File: config.mk
export PLATFORM = sky130hd
export DESIGN_NAME = tlab_bank
export DESIGN_NICKNAME = d
export VERILOG_FILES = /design/src/design/tlab_pkg.sv /design/src/design/tlab_i2c_edges.sv /design/src/design/tlab_alert_chan.sv /design/src/design/tlab_bank.sv
export SDC_FILE = /design/constraint.sdc
export NUM_CORES = 1
export LEC_CHECK = 0
export BUFFER_PORTS_ARGS = -buffer_cell sky130_fd_sc_hd__buf_2
export CAP_MARGIN = 20
export CORE_MARGIN = 4
export CORE_UTILIZATION = 45
export CTS_BUF_LIST = sky130_fd_sc_hd__clkbuf_4
export DETAILED_ROUTE_END_ITERATION = 6
export PLACE_DENSITY = 0.62
export SYNTH_ARGS = -nofsm -noshare
export SYNTH_HDL_FRONTEND = slang
export SYNTH_SLANG_ARGS = --single-unit
File: constraint.sdc
create_clock -name clk -period 3.2 [get_ports clk]
set_input_delay 0.32 -clock clk [delete_from_list [all_inputs] [get_ports clk]]
set_output_delay 0.32 -clock clk [all_outputs]
set_load 0.01 [all_outputs]
File: src/design/tlab_pkg.sv
// package: command codes, field positions, reset values and helpers for the limit alert bank
package tlab_pkg;

    // ----------------------------------------
    // command codes
    // ----------------------------------------
    localparam logic [7:0] CMD_INPUT_VOLTAGE_HIGH = 8'h04;
    localparam logic [7:0] CMD_OUTPUT_VOLTAGE_LOW = 8'h05;
    localparam logic [7:0] CMD_OUTPUT_VOLTAGE_HIGH = 8'h06;
    localparam logic [7:0] CMD_INPUT_CURRENT_HIGH = 8'h07;
    localparam logic [7:0] CMD_BATTERY_CURRENT_LOW = 8'h08;
    localparam logic [7:0] CMD_CHIP_TEMPERATURE_HIGH = 8'h09;
    localparam logic [7:0] CMD_CELL_RESISTANCE_HIGH = 8'h0a;
    localparam logic [7:0] CMD_ALERT_ENABLE = 8'h0d;
    localparam logic [7:0] CMD_ALERT_FLAGS = 8'h0e;

    // ----------------------------------------
    // field positions, shared by enable and flag words
    // ----------------------------------------
    localparam int BIT_INPUT_VOLTAGE_HIGH = 8;
    localparam int BIT_OUTPUT_VOLTAGE_LOW = 7;
    localparam int BIT_OUTPUT_VOLTAGE_HIGH = 6;
    localparam int BIT_INPUT_CURRENT_HIGH = 5;
    localparam int BIT_BATTERY_CURRENT_LOW = 4;
    localparam int BIT_CHIP_TEMPERATURE_HIGH = 3;
    localparam int BIT_CELL_RESISTANCE_HIGH = 2;
    localparam int NUM_CH = 7;

    // ----------------------------------------
    // reset values and channel shape
    // ----------------------------------------
    localparam logic [15:0] LIMIT_RESET = 16'h0000;
    localparam logic [15:0] ENABLE_RESET = 16'h0000;
    localparam logic [15:0] ENABLE_MASK = 16'h01fc;
    // bit i is channel i; channel 0 is input voltage high, channel 6 cell resistance high
    localparam logic [6:0] CH_IS_HIGH = 7'h6d;
    localparam logic [6:0] CH_IS_SIGNED = 7'h3f;

    // ----------------------------------------
    // code weights, for reference by software models
    // ----------------------------------------
    localparam real INPUT_VOLTAGE_MV_PER_LSB = 1.649;
    localparam real OUTPUT_VOLTAGE_MV_PER_LSB = 1.653;
    localparam real CHIP_TEMPERATURE_C_PER_LSB = 0.0215;
    localparam real CHIP_TEMPERATURE_C_OFFSET = 264.4;
    localparam int CELL_RESISTANCE_DIVISOR = 500;

    typedef enum logic [2:0] {ST_IDLE, ST_ADDR, ST_CMD, ST_DATA, ST_ACK, ST_SEND, ST_MACK} tlab_state_type;

    // channel bit in the enable and flag words
    function automatic int ch_bit(input int ch);
        return BIT_INPUT_VOLTAGE_HIGH - ch;
    endfunction

    // true when the code is past the limit in the channel's direction
    function automatic logic crosses(input logic [15:0] code, input logic [15:0] limit,
                                     input logic is_high, input logic is_signed);
        logic gt;
        logic lt;
        gt = is_signed ? ($signed(code) > $signed(limit)) : (code > limit);
        lt = is_signed ? ($signed(code) < $signed(limit)) : (code < limit);
        return is_high ? gt : lt;
    endfunction

endpackage

File: src/design/tlab_i2c_edges.sv
// serial port line watcher: clock edges and start/stop conditions
`timescale 1ns/1ps
module tlab_i2c_edges
    import tlab_pkg::*;
(
    input wire logic clk,
    input wire logic rst,
    input wire logic scl_in,
    input wire logic sda_in,
    output logic scl_rise,
    output logic scl_fall,
    output logic start_seen,
    output logic stop_seen,
    output logic sda_q
);
    logic scl_q;

    always_ff @(posedge clk)
    begin
        if (rst)
        begin
            scl_q <= 1'b1;
            sda_q <= 1'b1;
        end
        else
        begin
            scl_q <= scl_in;
            sda_q <= sda_in;
        end
    end

    // sda may only move while scl is high to mark start or stop
    assign scl_rise = !scl_q && scl_in;
    assign scl_fall = scl_q && !scl_in;
    assign start_seen = scl_q && scl_in && sda_q && !sda_in;
    assign stop_seen = scl_q && scl_in && !sda_q && sda_in;
endmodule

File: src/design/tlab_alert_chan.sv
// one limit channel: compare on each fresh sample, sticky flag
`timescale 1ns/1ps
module tlab_alert_chan
    import tlab_pkg::*;
#(
    parameter logic IS_HIGH = 1'b1,
    parameter logic IS_SIGNED = 1'b1
)
(
    input wire logic clk,
    input wire logic rst,
    input wire logic [15:0] code,
    input wire logic [15:0] limit,
    input wire logic sample,
    input wire logic enable,
    input wire logic clear,
    output logic flag_q
);
    logic hit;

    assign hit = sample && enable && crosses(code, limit, IS_HIGH, IS_SIGNED);

    // set wins over a clear in the same cycle so no crossing is lost
    always_ff @(posedge clk)
    begin
        if (rst)
            flag_q <= 1'b0;
        else
            flag_q <= hit || (flag_q && !clear);
    end
endmodule

File: src/design/tlab_bank.sv
// limit alert bank top: serial command port, limit registers, enables, flags and alert line
`timescale 1ns/1ps
module tlab_bank
    import tlab_pkg::*;
#(
    // bus address; value is arbitrary
    parameter logic [6:0] DEV_ADDR = 7'h2a
)
(
    input wire logic clk,
    input wire logic rst,
    input wire logic scl_in,
    input wire logic sda_in,
    output logic sda_out_q,
    output logic sda_oe_q,
    output logic alert_out_q,
    output logic alert_oe_q,
    input wire logic [15:0] input_voltage_code,
    input wire logic input_voltage_valid,
    input wire logic [15:0] output_voltage_code,
    input wire logic output_voltage_valid,
    input wire logic [15:0] input_current_code,
    input wire logic input_current_valid,
    input wire logic [15:0] battery_current_code,
    input wire logic battery_current_valid,
    input wire logic [15:0] chip_temperature_code,
    input wire logic chip_temperature_valid,
    input wire logic [15:0] cell_resistance_code,
    input wire logic cell_resistance_valid,
    input wire logic charger_stopped,
    input wire logic force_telemetry,
    input wire logic input_above_battery,
    output logic telemetry_on_q,
    output logic [6:0] flags_q
);
    // ----------------------------------------
    // declarations
    // ----------------------------------------
    logic scl_rise;
    logic scl_fall;
    logic start_seen;
    logic stop_seen;
    logic sda_q;
    tlab_state_type state_q;
    tlab_state_type next_q;
    logic [3:0] bit_cnt_q;
    logic [7:0] shift_q;
    logic [7:0] cmd_q;
    logic [7:0] lo_q;
    logic [1:0] byte_cnt_q;
    logic macked_q;
    logic [15:0] rd_word_q;
    logic [15:0] rd_value;
    logic wr_q;
    logic [15:0] wr_data_q;
    logic [15:0] limit_q [0:NUM_CH-1];
    logic [15:0] en_q;
    logic [15:0] flag_word;
    logic [6:0] ch_flag;
    logic [6:0] ch_clear;
    logic [6:0] ch_valid;
    logic [15:0] ch_code [0:NUM_CH-1];
    logic cmd_is_limit;
    logic [2:0] cmd_index;

    // ----------------------------------------
    // line watcher
    // ----------------------------------------
    tlab_i2c_edges u_edges (
        .clk(clk),
        .rst(rst),
        .scl_in(scl_in),
        .sda_in(sda_in),
        .scl_rise(scl_rise),
        .scl_fall(scl_fall),
        .start_seen(start_seen),
        .stop_seen(stop_seen),
        .sda_q(sda_q)
    );

    // ----------------------------------------
    // word protocol: write word and read word, low byte first
    // ----------------------------------------
    always_ff @(posedge clk)
    begin
        if (rst)
        begin
            state_q <= ST_IDLE;
            next_q <= ST_IDLE;
            bit_cnt_q <= 4'h0;
            shift_q <= 8'h00;
            cmd_q <= 8'h00;
            lo_q <= 8'h00;
            byte_cnt_q <= 2'h0;
            macked_q <= 1'b0;
            rd_word_q <= 16'h0000;
            wr_q <= 1'b0;
            wr_data_q <= 16'h0000;
            sda_oe_q <= 1'b0;
        end
        else
        begin
            wr_q <= 1'b0;
            if (start_seen)
            begin
                state_q <= ST_ADDR;
                bit_cnt_q <= 4'h0;
                sda_oe_q <= 1'b0;
            end
            else if (stop_seen)
            begin
                state_q <= ST_IDLE;
                sda_oe_q <= 1'b0;
            end
            else
            begin
                unique case (state_q)
                    ST_IDLE:
                    begin
                        sda_oe_q <= 1'b0;
                    end
                    ST_ADDR, ST_CMD, ST_DATA:
                    begin
                        if (scl_rise)
                        begin
                            shift_q <= {shift_q[6:0], sda_q};
                            bit_cnt_q <= bit_cnt_q + 4'h1;
                        end
                        else if (scl_fall && bit_cnt_q == 4'h8)
                        begin
                            bit_cnt_q <= 4'h0;
                            state_q <= ST_ACK;
                            sda_oe_q <= 1'b1;
                            if (state_q == ST_ADDR)
                            begin
                                byte_cnt_q <= 2'h0;
                                if (shift_q[7:1] != DEV_ADDR)
                                begin
                                    // not ours: stay off the line until the next start
                                    state_q <= ST_IDLE;
                                    sda_oe_q <= 1'b0;
                                end
                                else if (shift_q[0])
                                begin
                                    next_q <= ST_SEND;
                                    rd_word_q <= rd_value;
                                end
                                else
                                    next_q <= ST_CMD;
                            end
                            else if (state_q == ST_CMD)
                            begin
                                cmd_q <= shift_q;
                                next_q <= ST_DATA;
                            end
                            else
                            begin
                                next_q <= ST_DATA;
                                if (byte_cnt_q == 2'h0)
                                    lo_q <= shift_q;
                                else if (byte_cnt_q == 2'h1)
                                begin
                                    wr_q <= 1'b1;
                                    wr_data_q <= {shift_q, lo_q};
                                end
                                // bytes past the word are acked and dropped
                                if (byte_cnt_q != 2'h2)
                                    byte_cnt_q <= byte_cnt_q + 2'h1;
                            end
                        end
                    end
                    ST_ACK:
                    begin
                        if (scl_fall)
                        begin
                            state_q <= next_q;
                            if (next_q == ST_SEND)
                            begin
                                shift_q <= rd_word_q[7:0];
                                sda_oe_q <= !rd_word_q[7];
                                rd_word_q <= {8'h00, rd_word_q[15:8]};
                                bit_cnt_q <= 4'h1;
                            end
                            else
                                sda_oe_q <= 1'b0;
                        end
                    end
                    ST_SEND:
                    begin
                        if (scl_fall)
                        begin
                            if (bit_cnt_q == 4'h8)
                            begin
                                state_q <= ST_MACK;
                                sda_oe_q <= 1'b0;
                                bit_cnt_q <= 4'h0;
                            end
                            else
                            begin
                                shift_q <= {shift_q[6:0], 1'b0};
                                sda_oe_q <= !shift_q[6];
                                bit_cnt_q <= bit_cnt_q + 4'h1;
                            end
                        end
                    end
                    ST_MACK:
                    begin
                        if (scl_rise)
                            macked_q <= !sda_q;
                        else if (scl_fall)
                        begin
                            if (macked_q)
                            begin
                                state_q <= ST_SEND;
                                shift_q <= rd_word_q[7:0];
                                sda_oe_q <= !rd_word_q[7];
                                rd_word_q <= {8'h00, rd_word_q[15:8]};
                                bit_cnt_q <= 4'h1;
                            end
                            else
                                state_q <= ST_IDLE;
                        end
                    end
                endcase
            end
        end
    end

    // open drain: the data value is always low, the enable does the work
    always_ff @(posedge clk)
    begin
        if (rst)
        begin
            sda_out_q <= 1'b0;
            alert_out_q <= 1'b0;
        end
        else
        begin
            sda_out_q <= 1'b0;
            alert_out_q <= 1'b0;
        end
    end

    // ----------------------------------------
    // register decode and read
    // ----------------------------------------
    assign cmd_is_limit = cmd_q >= CMD_INPUT_VOLTAGE_HIGH && cmd_q <= CMD_CELL_RESISTANCE_HIGH;
    assign cmd_index = 3'(cmd_q - CMD_INPUT_VOLTAGE_HIGH);

    always_comb
    begin
        flag_word = 16'h0000;
        for (int i = 0; i < NUM_CH; i++)
            flag_word[ch_bit(i)] = ch_flag[i];
    end

    // unmapped codes read as zero
    always_comb
    begin
        if (cmd_is_limit)
            rd_value = limit_q[cmd_index];
        else if (cmd_q == CMD_ALERT_ENABLE)
            rd_value = en_q;
        else if (cmd_q == CMD_ALERT_FLAGS)
            rd_value = flag_word;
        else
            rd_value = 16'h0000;
    end

    // ----------------------------------------
    // limit and enable registers
    // ----------------------------------------
    always_ff @(posedge clk)
    begin
        if (rst)
        begin
            for (int i = 0; i < NUM_CH; i++)
                limit_q[i] <= LIMIT_RESET;
        end
        else if (wr_q && cmd_is_limit)
            limit_q[cmd_index] <= wr_data_q;
    end

    always_ff @(posedge clk)
    begin
        if (rst)
            en_q <= ENABLE_RESET;
        else if (wr_q && cmd_q == CMD_ALERT_ENABLE)
            en_q <= wr_data_q & ENABLE_MASK;
    end

    // writing a zero to a flag bit clears it; ones leave it alone
    always_comb
    begin
        for (int i = 0; i < NUM_CH; i++)
            ch_clear[i] = wr_q && cmd_q == CMD_ALERT_FLAGS && !wr_data_q[ch_bit(i)];
    end

    // ----------------------------------------
    // telemetry enable and measurement routing
    // ----------------------------------------
    always_ff @(posedge clk)
    begin
        if (rst)
            telemetry_on_q <= 1'b0;
        else
            telemetry_on_q <= !charger_stopped || force_telemetry || input_above_battery;
    end

    // codes are compared raw: limits are written in the same code units
    always_comb
    begin
        ch_code[0] = input_voltage_code;
        ch_code[1] = output_voltage_code;
        ch_code[2] = output_voltage_code;
        ch_code[3] = input_current_code;
        ch_code[4] = battery_current_code;
        ch_code[5] = chip_temperature_code;
        ch_code[6] = cell_resistance_code;
        ch_valid = {cell_resistance_valid, chip_temperature_valid, battery_current_valid, input_current_valid,
                    output_voltage_valid, output_voltage_valid, input_voltage_valid} & {NUM_CH{telemetry_on_q}};
    end

    // ----------------------------------------
    // alert channels
    // ----------------------------------------
    for (genvar g = 0; g < NUM_CH; g++)
    begin : g_ch
        tlab_alert_chan #(
            .IS_HIGH(CH_IS_HIGH[g]),
            .IS_SIGNED(CH_IS_SIGNED[g])
        ) u_chan (
            .clk(clk),
            .rst(rst),
            .code(ch_code[g]),
            .limit(limit_q[g]),
            .sample(ch_valid[g]),
            .enable(en_q[ch_bit(g)]),
            .clear(ch_clear[g]),
            .flag_q(ch_flag[g])
        );
    end

    always_ff @(posedge clk)
    begin
        if (rst)
        begin
            flags_q <= 7'h00;
            alert_oe_q <= 1'b0;
        end
        else
        begin
            flags_q <= ch_flag;
            alert_oe_q <= |(flag_word & en_q);
        end
    end
endmodule

==> run_results.csv, run 1 <==
group,metric,value,unit
finish,syn_to_final_growth,14.4,%
logic_synthesis,syn_avg_cell_area,9.94,um^2
sta,period_needed,2.64,ns
floorplan,boundaryPins,121,
global_routing,grt_pass1_wl,54200,um
placement,place.gp.congestion,0.901,
floorplan,fp.dieH,176,um
hold_path,hold_start,"input_current_valid",
setup_path,cp-start-kind,"register",
placement,port-buffer-count,118,
clock_network,cts.path.max_buffers,3,
drt,via_count,10042,
logic_synthesis,synthTopCellsByArea,"edfxtp_1 (27%), dfxtp_1 (18%), ha_1 (11%)",
logic_synthesis,yosys.area.top_type,"edfxtp_1",
setup_path,startpoint,"state_q[0]",
sta,final.setup.tns,0,ns
setup_path,worstPathArrival,3.17,ns
floorplan,die_w,176,um
status,status,"completed",
logic_synthesis,synth_area,0.0126,mm^2
setup_path,rr_startpoint,"state_q[0]",
logic_synthesis,synthTopCellsByCount,"inv_1 (138), nor2_1 (135), nand2_1 (125), ha_1 (115)",
global_routing,track_usage,0.224,
pwr,p_leak,6.16,nW
drt,wl_met3,3070,um
setup_path,required,3.73,ns
global_routing,grt-ovfl-total,0,
logic_synthesis,ys_async_sr_fraction,0,
drt,wl_met1,16400,um
finish,final_cells,1865,
setup_path,r2r_cells,6,
sta,worst_pin_slew,0.933,ns
sta,finalSetupViolations,0,
placement,hpwl,26800,um
drt,drc,0,
sta,skew,0.0920,ns
drt,vias_per_cell,5.38,
floorplan,initial_utilization,0.455,
placement,place_inst,1748,
setup_path,critical_path_class,"register to register",
hold_path,worst_hold_path_type,"input port to register",
clock_network,cts_setup_buffers,0,
finish,multi_input_area,0.00626,mm^2
drt,drt-initial-drc-count,972,
sta,slew_headroom,0.362,
clock_network,clk_pin_slew_worst_paths,0.07,ns
sta,final-max-slew-violation-count,0,
job,max_cap_violations,0,
floorplan,core,0.0278,mm^2
setup_path,timing.rr.end,"rd_word_q[1]",
floorplan,fp-row-count,61,
clock_network,htree_levels,2,
setup_path,critPathMaxFanout,13,
drt,detail-route-antenna-nets,0,
hold_path,holdPathEnd,"g_ch[3].u_chan.flag_q",
clock_network,cts-root-buf,"clkbuf_4",
logic_synthesis,synth.most_common_cell,"inv_1",
sta,hold_violations,0,
logic_synthesis,synth_top_area_frac,0.266,
pwr,vdd_ir_drop_max,0.302,mV
global_routing,grt_max_degree,62,
logic_synthesis,synth_cell_types,71,
logic_synthesis,yosysSeqAreaShare,0.443,
sta,fmaxAchievable,379,MHz
clock_network,worstSkewPairLatency,0.71,ns
sta,min_period_over_period,0.825,
logic_synthesis,syn_inst,1272,
finish,seqCellArea,0.00561,mm^2
finish,fin_nets,1661,
hold_path,holdPathStages,5,
clock_network,numCtsBuffers,58,
clock_network,cts_sinks,224,
logic_synthesis,ys.flop_type,"edfxtp_1",
logic_synthesis,yosysWarnings,0,
drt,post_drt_wl_per_cell,18.9,um
setup_path,r2r_setup_slack,0.56,ns
drt,route.met2.wl,15300,um
finish,drive_gt1_frac,0.199,
drt,highest_layer,"met4",
global_routing,antenna_found_initial,1,
logic_synthesis,ys_seq_elements,224,
setup_path,cp-end-kind,"register",
finish,nFillCells,2586,
pwr,power_density,430,mW/mm^2
sta,rsz0062_at_grt,"no",
clock_network,cts_tree,"done",
floorplan,die-area,0.0309,mm^2
drt,totalWireLength,35200,um
drt,firstDrtPassIters,5,
logic_synthesis,synth_edf_count,112,
global_routing,grt_pass1_vias,9526,
-- power by group --
part	switching, mW	internal, mW	leakage (nW)
combinational	0.303	0.236	3.74
sequential	0.0608	3.08	1.97
clock	1.21	1.33	0.455
total	1.57	4.65	6.16
-- cells by family after synthesis --
group / count (synthesis) / synth area share
adders and majority gates: 115 / 0.114
DFF: 224 / 0.443
xor gates and xnor gates: 1 / 0.000693
buffers and inverters: 197 / 0.0668
other: 1 / 0.000297
muxes: 75 / 0.0912
and+or+nand+nor: 440 / 0.172
AOI/OAI and AO/OA: 219 / 0.112
-- through the flow --
| stage | instance area, um^2 | worst slack [ns] | utilization | hold WS, ns | power, mW |
|---|---|---|---|---|---|
| CTS | 14500 | 0.599 | 0.521 | 0.00960 | 6.27 |
| global placement | 13600 | 0.591 | 0.490 | 0.440 | 3.72 |
| global route | 14500 | 0.390 | 0.521 | 0.0454 | 6.51 |
| finish | 14500 | 0.560 | 0.521 | 0.0335 | 6.22 |
| detailed placement | 13600 | 0.574 | 0.490 | 0.448 | 3.74 |
| floorplan | 12700 | 0.736 | - | 0.400 | 3.50 |
-- placed cells by master (no fill, tap or decap), types with 23 or more instances in the layout --
master,instances
inv_1,138
nor2_1,135
nand2_1,125
buf_2,118
ha_1,115
edfxtp_1,112
dfxtp_1,110
clkbuf_4,87
a21oi_1,77
mux2i_1,41
o21ai_0,33
mux4_2,32
and2_1,32
a21o_1,25
nand3_1,24
nor3_1,23
-- per-layer routing --
| metal | vias to the layer above | GRT usage |
|---|---|---|
| met5 | - | 0 |
| met4 | 0 | 0.0426 |
| li1 | 4854 | - |
| met1 | 4741 | 0.342 |
| met3 | 43 | 0.0478 |
| met2 | 404 | 0.332 |
-- flip-flops by register name, summed over array words and instances, names as in the netlist, 4 cells and up --
signal / count
rd_word_q: 16
wr_data_q: 16
bit_cnt_q: 4
lo_q: 8
g_ch.u_chan.flag_q: 7
en_q: 7
flags_q: 7
shift_q: 8
cmd_q: 8
limit_q: 128
-- area by class of cell --
type	count	area share
Multi-Input combinational cell	868	0.433
Antenna cell	1	0.000173
Timing Repair Buffer	146	0.0574
Clock buffer	87	0.0451
Tap cell	378	0.0327
Clock inverter	22	0.00804
Inverter	139	0.0361
Sequential cell	224	0.388
-- worst max-delay path by stage --
stage | cells past startpoint | end
2_1_floorplan | 9 | limit_q[4][0]
3_3_place_gp | 8 | g_ch[6].u_chan.flag_q
3_5_place_dp | 8 | g_ch[6].u_chan.flag_q
4_1_cts | 6 | limit_q[0][6]
5_1_grt | 6 | rd_word_q[1]
6_report | 6 | rd_word_q[1]
-- timing repair --
item / 4_1_cts / 5_1_grt
gates resized for setup: 0 / 0
endpoints found under the hold margin: 7 / 0
hold buffers: 7 / 0
-- worst max-delay path, stage by stage, from the launching register on --
cell      delay (ns)
dfxtp_1         0.62
nand2b_1        0.46
o22ai_1         0.13
a32oi_1         0.37
nand3_1         0.45
a221oi_1        0.36
nor3_1          0.08
No activity file was read; power rests on OpenSTA's default activity.
==> run 2, diff against run 1 <==
clock period = 2.73 ns   (was 3.2 ns; I/O delays follow)
==> run 2 against run 1 <==
Against the previous run: clock-buffer cell count rose by 11; wire length rose by 1.9%; register-to-register slack got worse by 0.30 ns; combinational power rose by 17%; via count rose by 0.38%; hold slack improved by 0.026 ns.
==> run_results.csv, run 2 (synthesized netlist as in run 1, its figures left out) <==
group,metric,value,unit
status,status,"completed",
finish,syn_to_final_growth,15.6,%
sta,skew,0.113,ns
pwr,vdd_ir_drop_max,0.301,mV
drt,totalWireLength,35900,um
floorplan,boundaryPins,121,
floorplan,die_w,176,um
setup_path,critical_path_class,"register to register",
placement,port-buffer-count,118,
setup_path,r2r_setup_slack,0.26,ns
setup_path,crit_path_end,"g_ch[6].u_chan.flag_q",
global_routing,grt-ovfl-total,0,
finish,largestRegisters,"limit_q x128, rd_word_q x16, wr_data_q x16",
finish,multi_input_area,0.00626,mm^2
finish,largest_reg_flops,128,
global_routing,track_usage,0.231,
clock_network,cts_resized,0,
floorplan,fp.dieH,176,um
clock_network,cts.path.max_buffers,3,
finish,nFillCells,2588,
sta,slew_headroom,0.421,
sta,min_period_over_period,0.906,
floorplan,initial_utilization,0.455,
setup_path,worstPathArrival,3.05,ns
setup_path,critPathMaxFanout,3,
sta,hold_ws,0.0598,ns
drt,firstDrtPassIters,5,
drt,drc,0,
placement,hpwl,27000,um
clock_network,cts-root-buf,"clkbuf_4",
finish,fin_nets,1674,
setup_path,startpoint,"limit_q[6][9]",
sta,worst_pin_slew,0.861,ns
clock_network,clk_pin_slew_worst_paths,0.07,ns
setup_path,r2r_cells,8,
sta,hold_violations,0,
finish,mostFrequentLayoutCells,"inv_1 (138), nor2_1 (135), nand2_1 (125)",
finish,largest-register,"limit_q",
setup_path,cpMaxStageDelayCell,"a2111oi_0",
pwr,power_density,512,mW/mm^2
sta,fmaxAchievable,404,MHz
placement,place.gp.congestion,0.888,
drt,post_drt_wl_per_cell,19.1,um
setup_path,rr_startpoint,"limit_q[6][9]",
drt,via_count,10080,
global_routing,antenna_found_initial,1,
clock_network,worstSkewPairLatency,0.73,ns
global_routing,grt_pass1_vias,9996,
setup_path,worst-path-buf-inv,1,
drt,detail-route-antenna-nets,0,
setup_path,crit_top_cell,"a2111oi_0",
global_routing,grt_pass1_wl,55700,um
floorplan,die-area,0.0309,mm^2
sta,finalSetupViolations,0,
finish,seqCellArea,0.00561,mm^2
clock_network,htree_levels,2,
setup_path,cp-end-kind,"register",
sta,final.setup.tns,0,ns
finish,final_common_cell,"inv_1",
floorplan,fp-row-count,61,
drt,drt-initial-drc-count,1118,
global_routing,grt_max_degree,57,
clock_network,cts_tree,"done",
clock_network,cts_sinks,224,
job,max_cap_violations,0,
setup_path,cp_top_family,"compound AO/OA/AOI/OAI gates",
setup_path,worstSetupPathDepth,8,
drt,vias_per_cell,5.36,
setup_path,crit_path_cell_trace,"inv_1 > ha_1 > a21oi_1 > nor2_1 > a2111oi_0 > nor3_1 > a2111oi_0 > o21ai_0",
floorplan,core,0.0278,mm^2
setup_path,cp-start-kind,"register",
clock_network,numCtsBuffers,59,
finish,drive_gt1_frac,0.210,
sta,period_needed,2.47,ns
sta,rsz0062_at_grt,"no",
hold_path,worst_hold_path_type,"input port to register",
setup_path,slowest_delay,0.71,ns
pwr,p_leak,6.25,nW
sta,final-max-slew-violation-count,0,
setup_path,timing.rr.end,"g_ch[6].u_chan.flag_q",
setup_path,required,3.31,ns
## run 2: worst register-to-register path: stages, from the launching register on
cell,delay (ns)
dfxtp_1,0.39
inv_1,0.06
ha_1,0.30
a21oi_1,0.15
nor2_1,0.06
a2111oi_0,0.36
nor3_1,0.10
a2111oi_0,0.71
o21ai_0,0.18
## run 2: layout make-up
class	instances	area share
Timing Repair Buffer	158	0.0634
Tap cell	378	0.0324
Clock inverter	13	0.00574
Sequential cell	224	0.384
Antenna cell	1	0.000171
Multi-Input combinational cell	868	0.429
Clock buffer	98	0.0503
Inverter	139	0.0357
## run 2: routing by layer
| metal | track usage | wire (um) |
|---|---|---|
| met2 | 0.344 | 15500 |
| met4 | 0.0556 | 696 |
| met5 | 0 | 0 |
| met3 | 0.0420 | 3270 |
| met1 | 0.351 | 16400 |
## run 2: power by group
group	leakage, nW	internal [mW]	switching (mW)	total, mW
combinational	3.80	0.278	0.353	0.631
clock	0.485	1.71	1.45	3.16
sequential	1.97	3.61	0.0733	3.69
## run 2: worst min path at each step
| stage | start | slack (ns) | cells after the start | endpoint |
|---|---|---|---|---|
| CTS | battery_current_valid | 0.03 | 4 | g_ch[4].u_chan.flag_q |
| finish | cell_resistance_code[15] | 0.06 | 4 | g_ch[6].u_chan.flag_q |
| global placement | rd_word_q[10] | 0.44 | 2 | rd_word_q[10] |
| floorplan | rst | 0.35 | 1 | flags_q[4] |
| global route | battery_current_valid | 0.04 | 4 | g_ch[4].u_chan.flag_q |
| detailed placement | rd_word_q[10] | 0.45 | 2 | rd_word_q[10] |
## run 2: what timing repair did
item                                   4_1_cts  5_1_grt
hold buffers                                 9        0
setup buffers                                0        0
endpoints found under the hold margin        9        0
## run 2: through the flow
step	cells	total power [mW]	instance area [um^2]	setup slack, ns	utilization
2_1_floorplan	1289	4.11	12700	0.266	-
3_3_place_gp	1758	4.37	13700	0.199	0.493
3_5_place_dp	1758	4.38	13700	0.193	0.493
4_1_cts	1878	7.53	14600	0.178	0.526
5_1_grt	1879	7.84	14600	0.0915	0.526
6_report	1879	7.48	14600	0.257	0.526
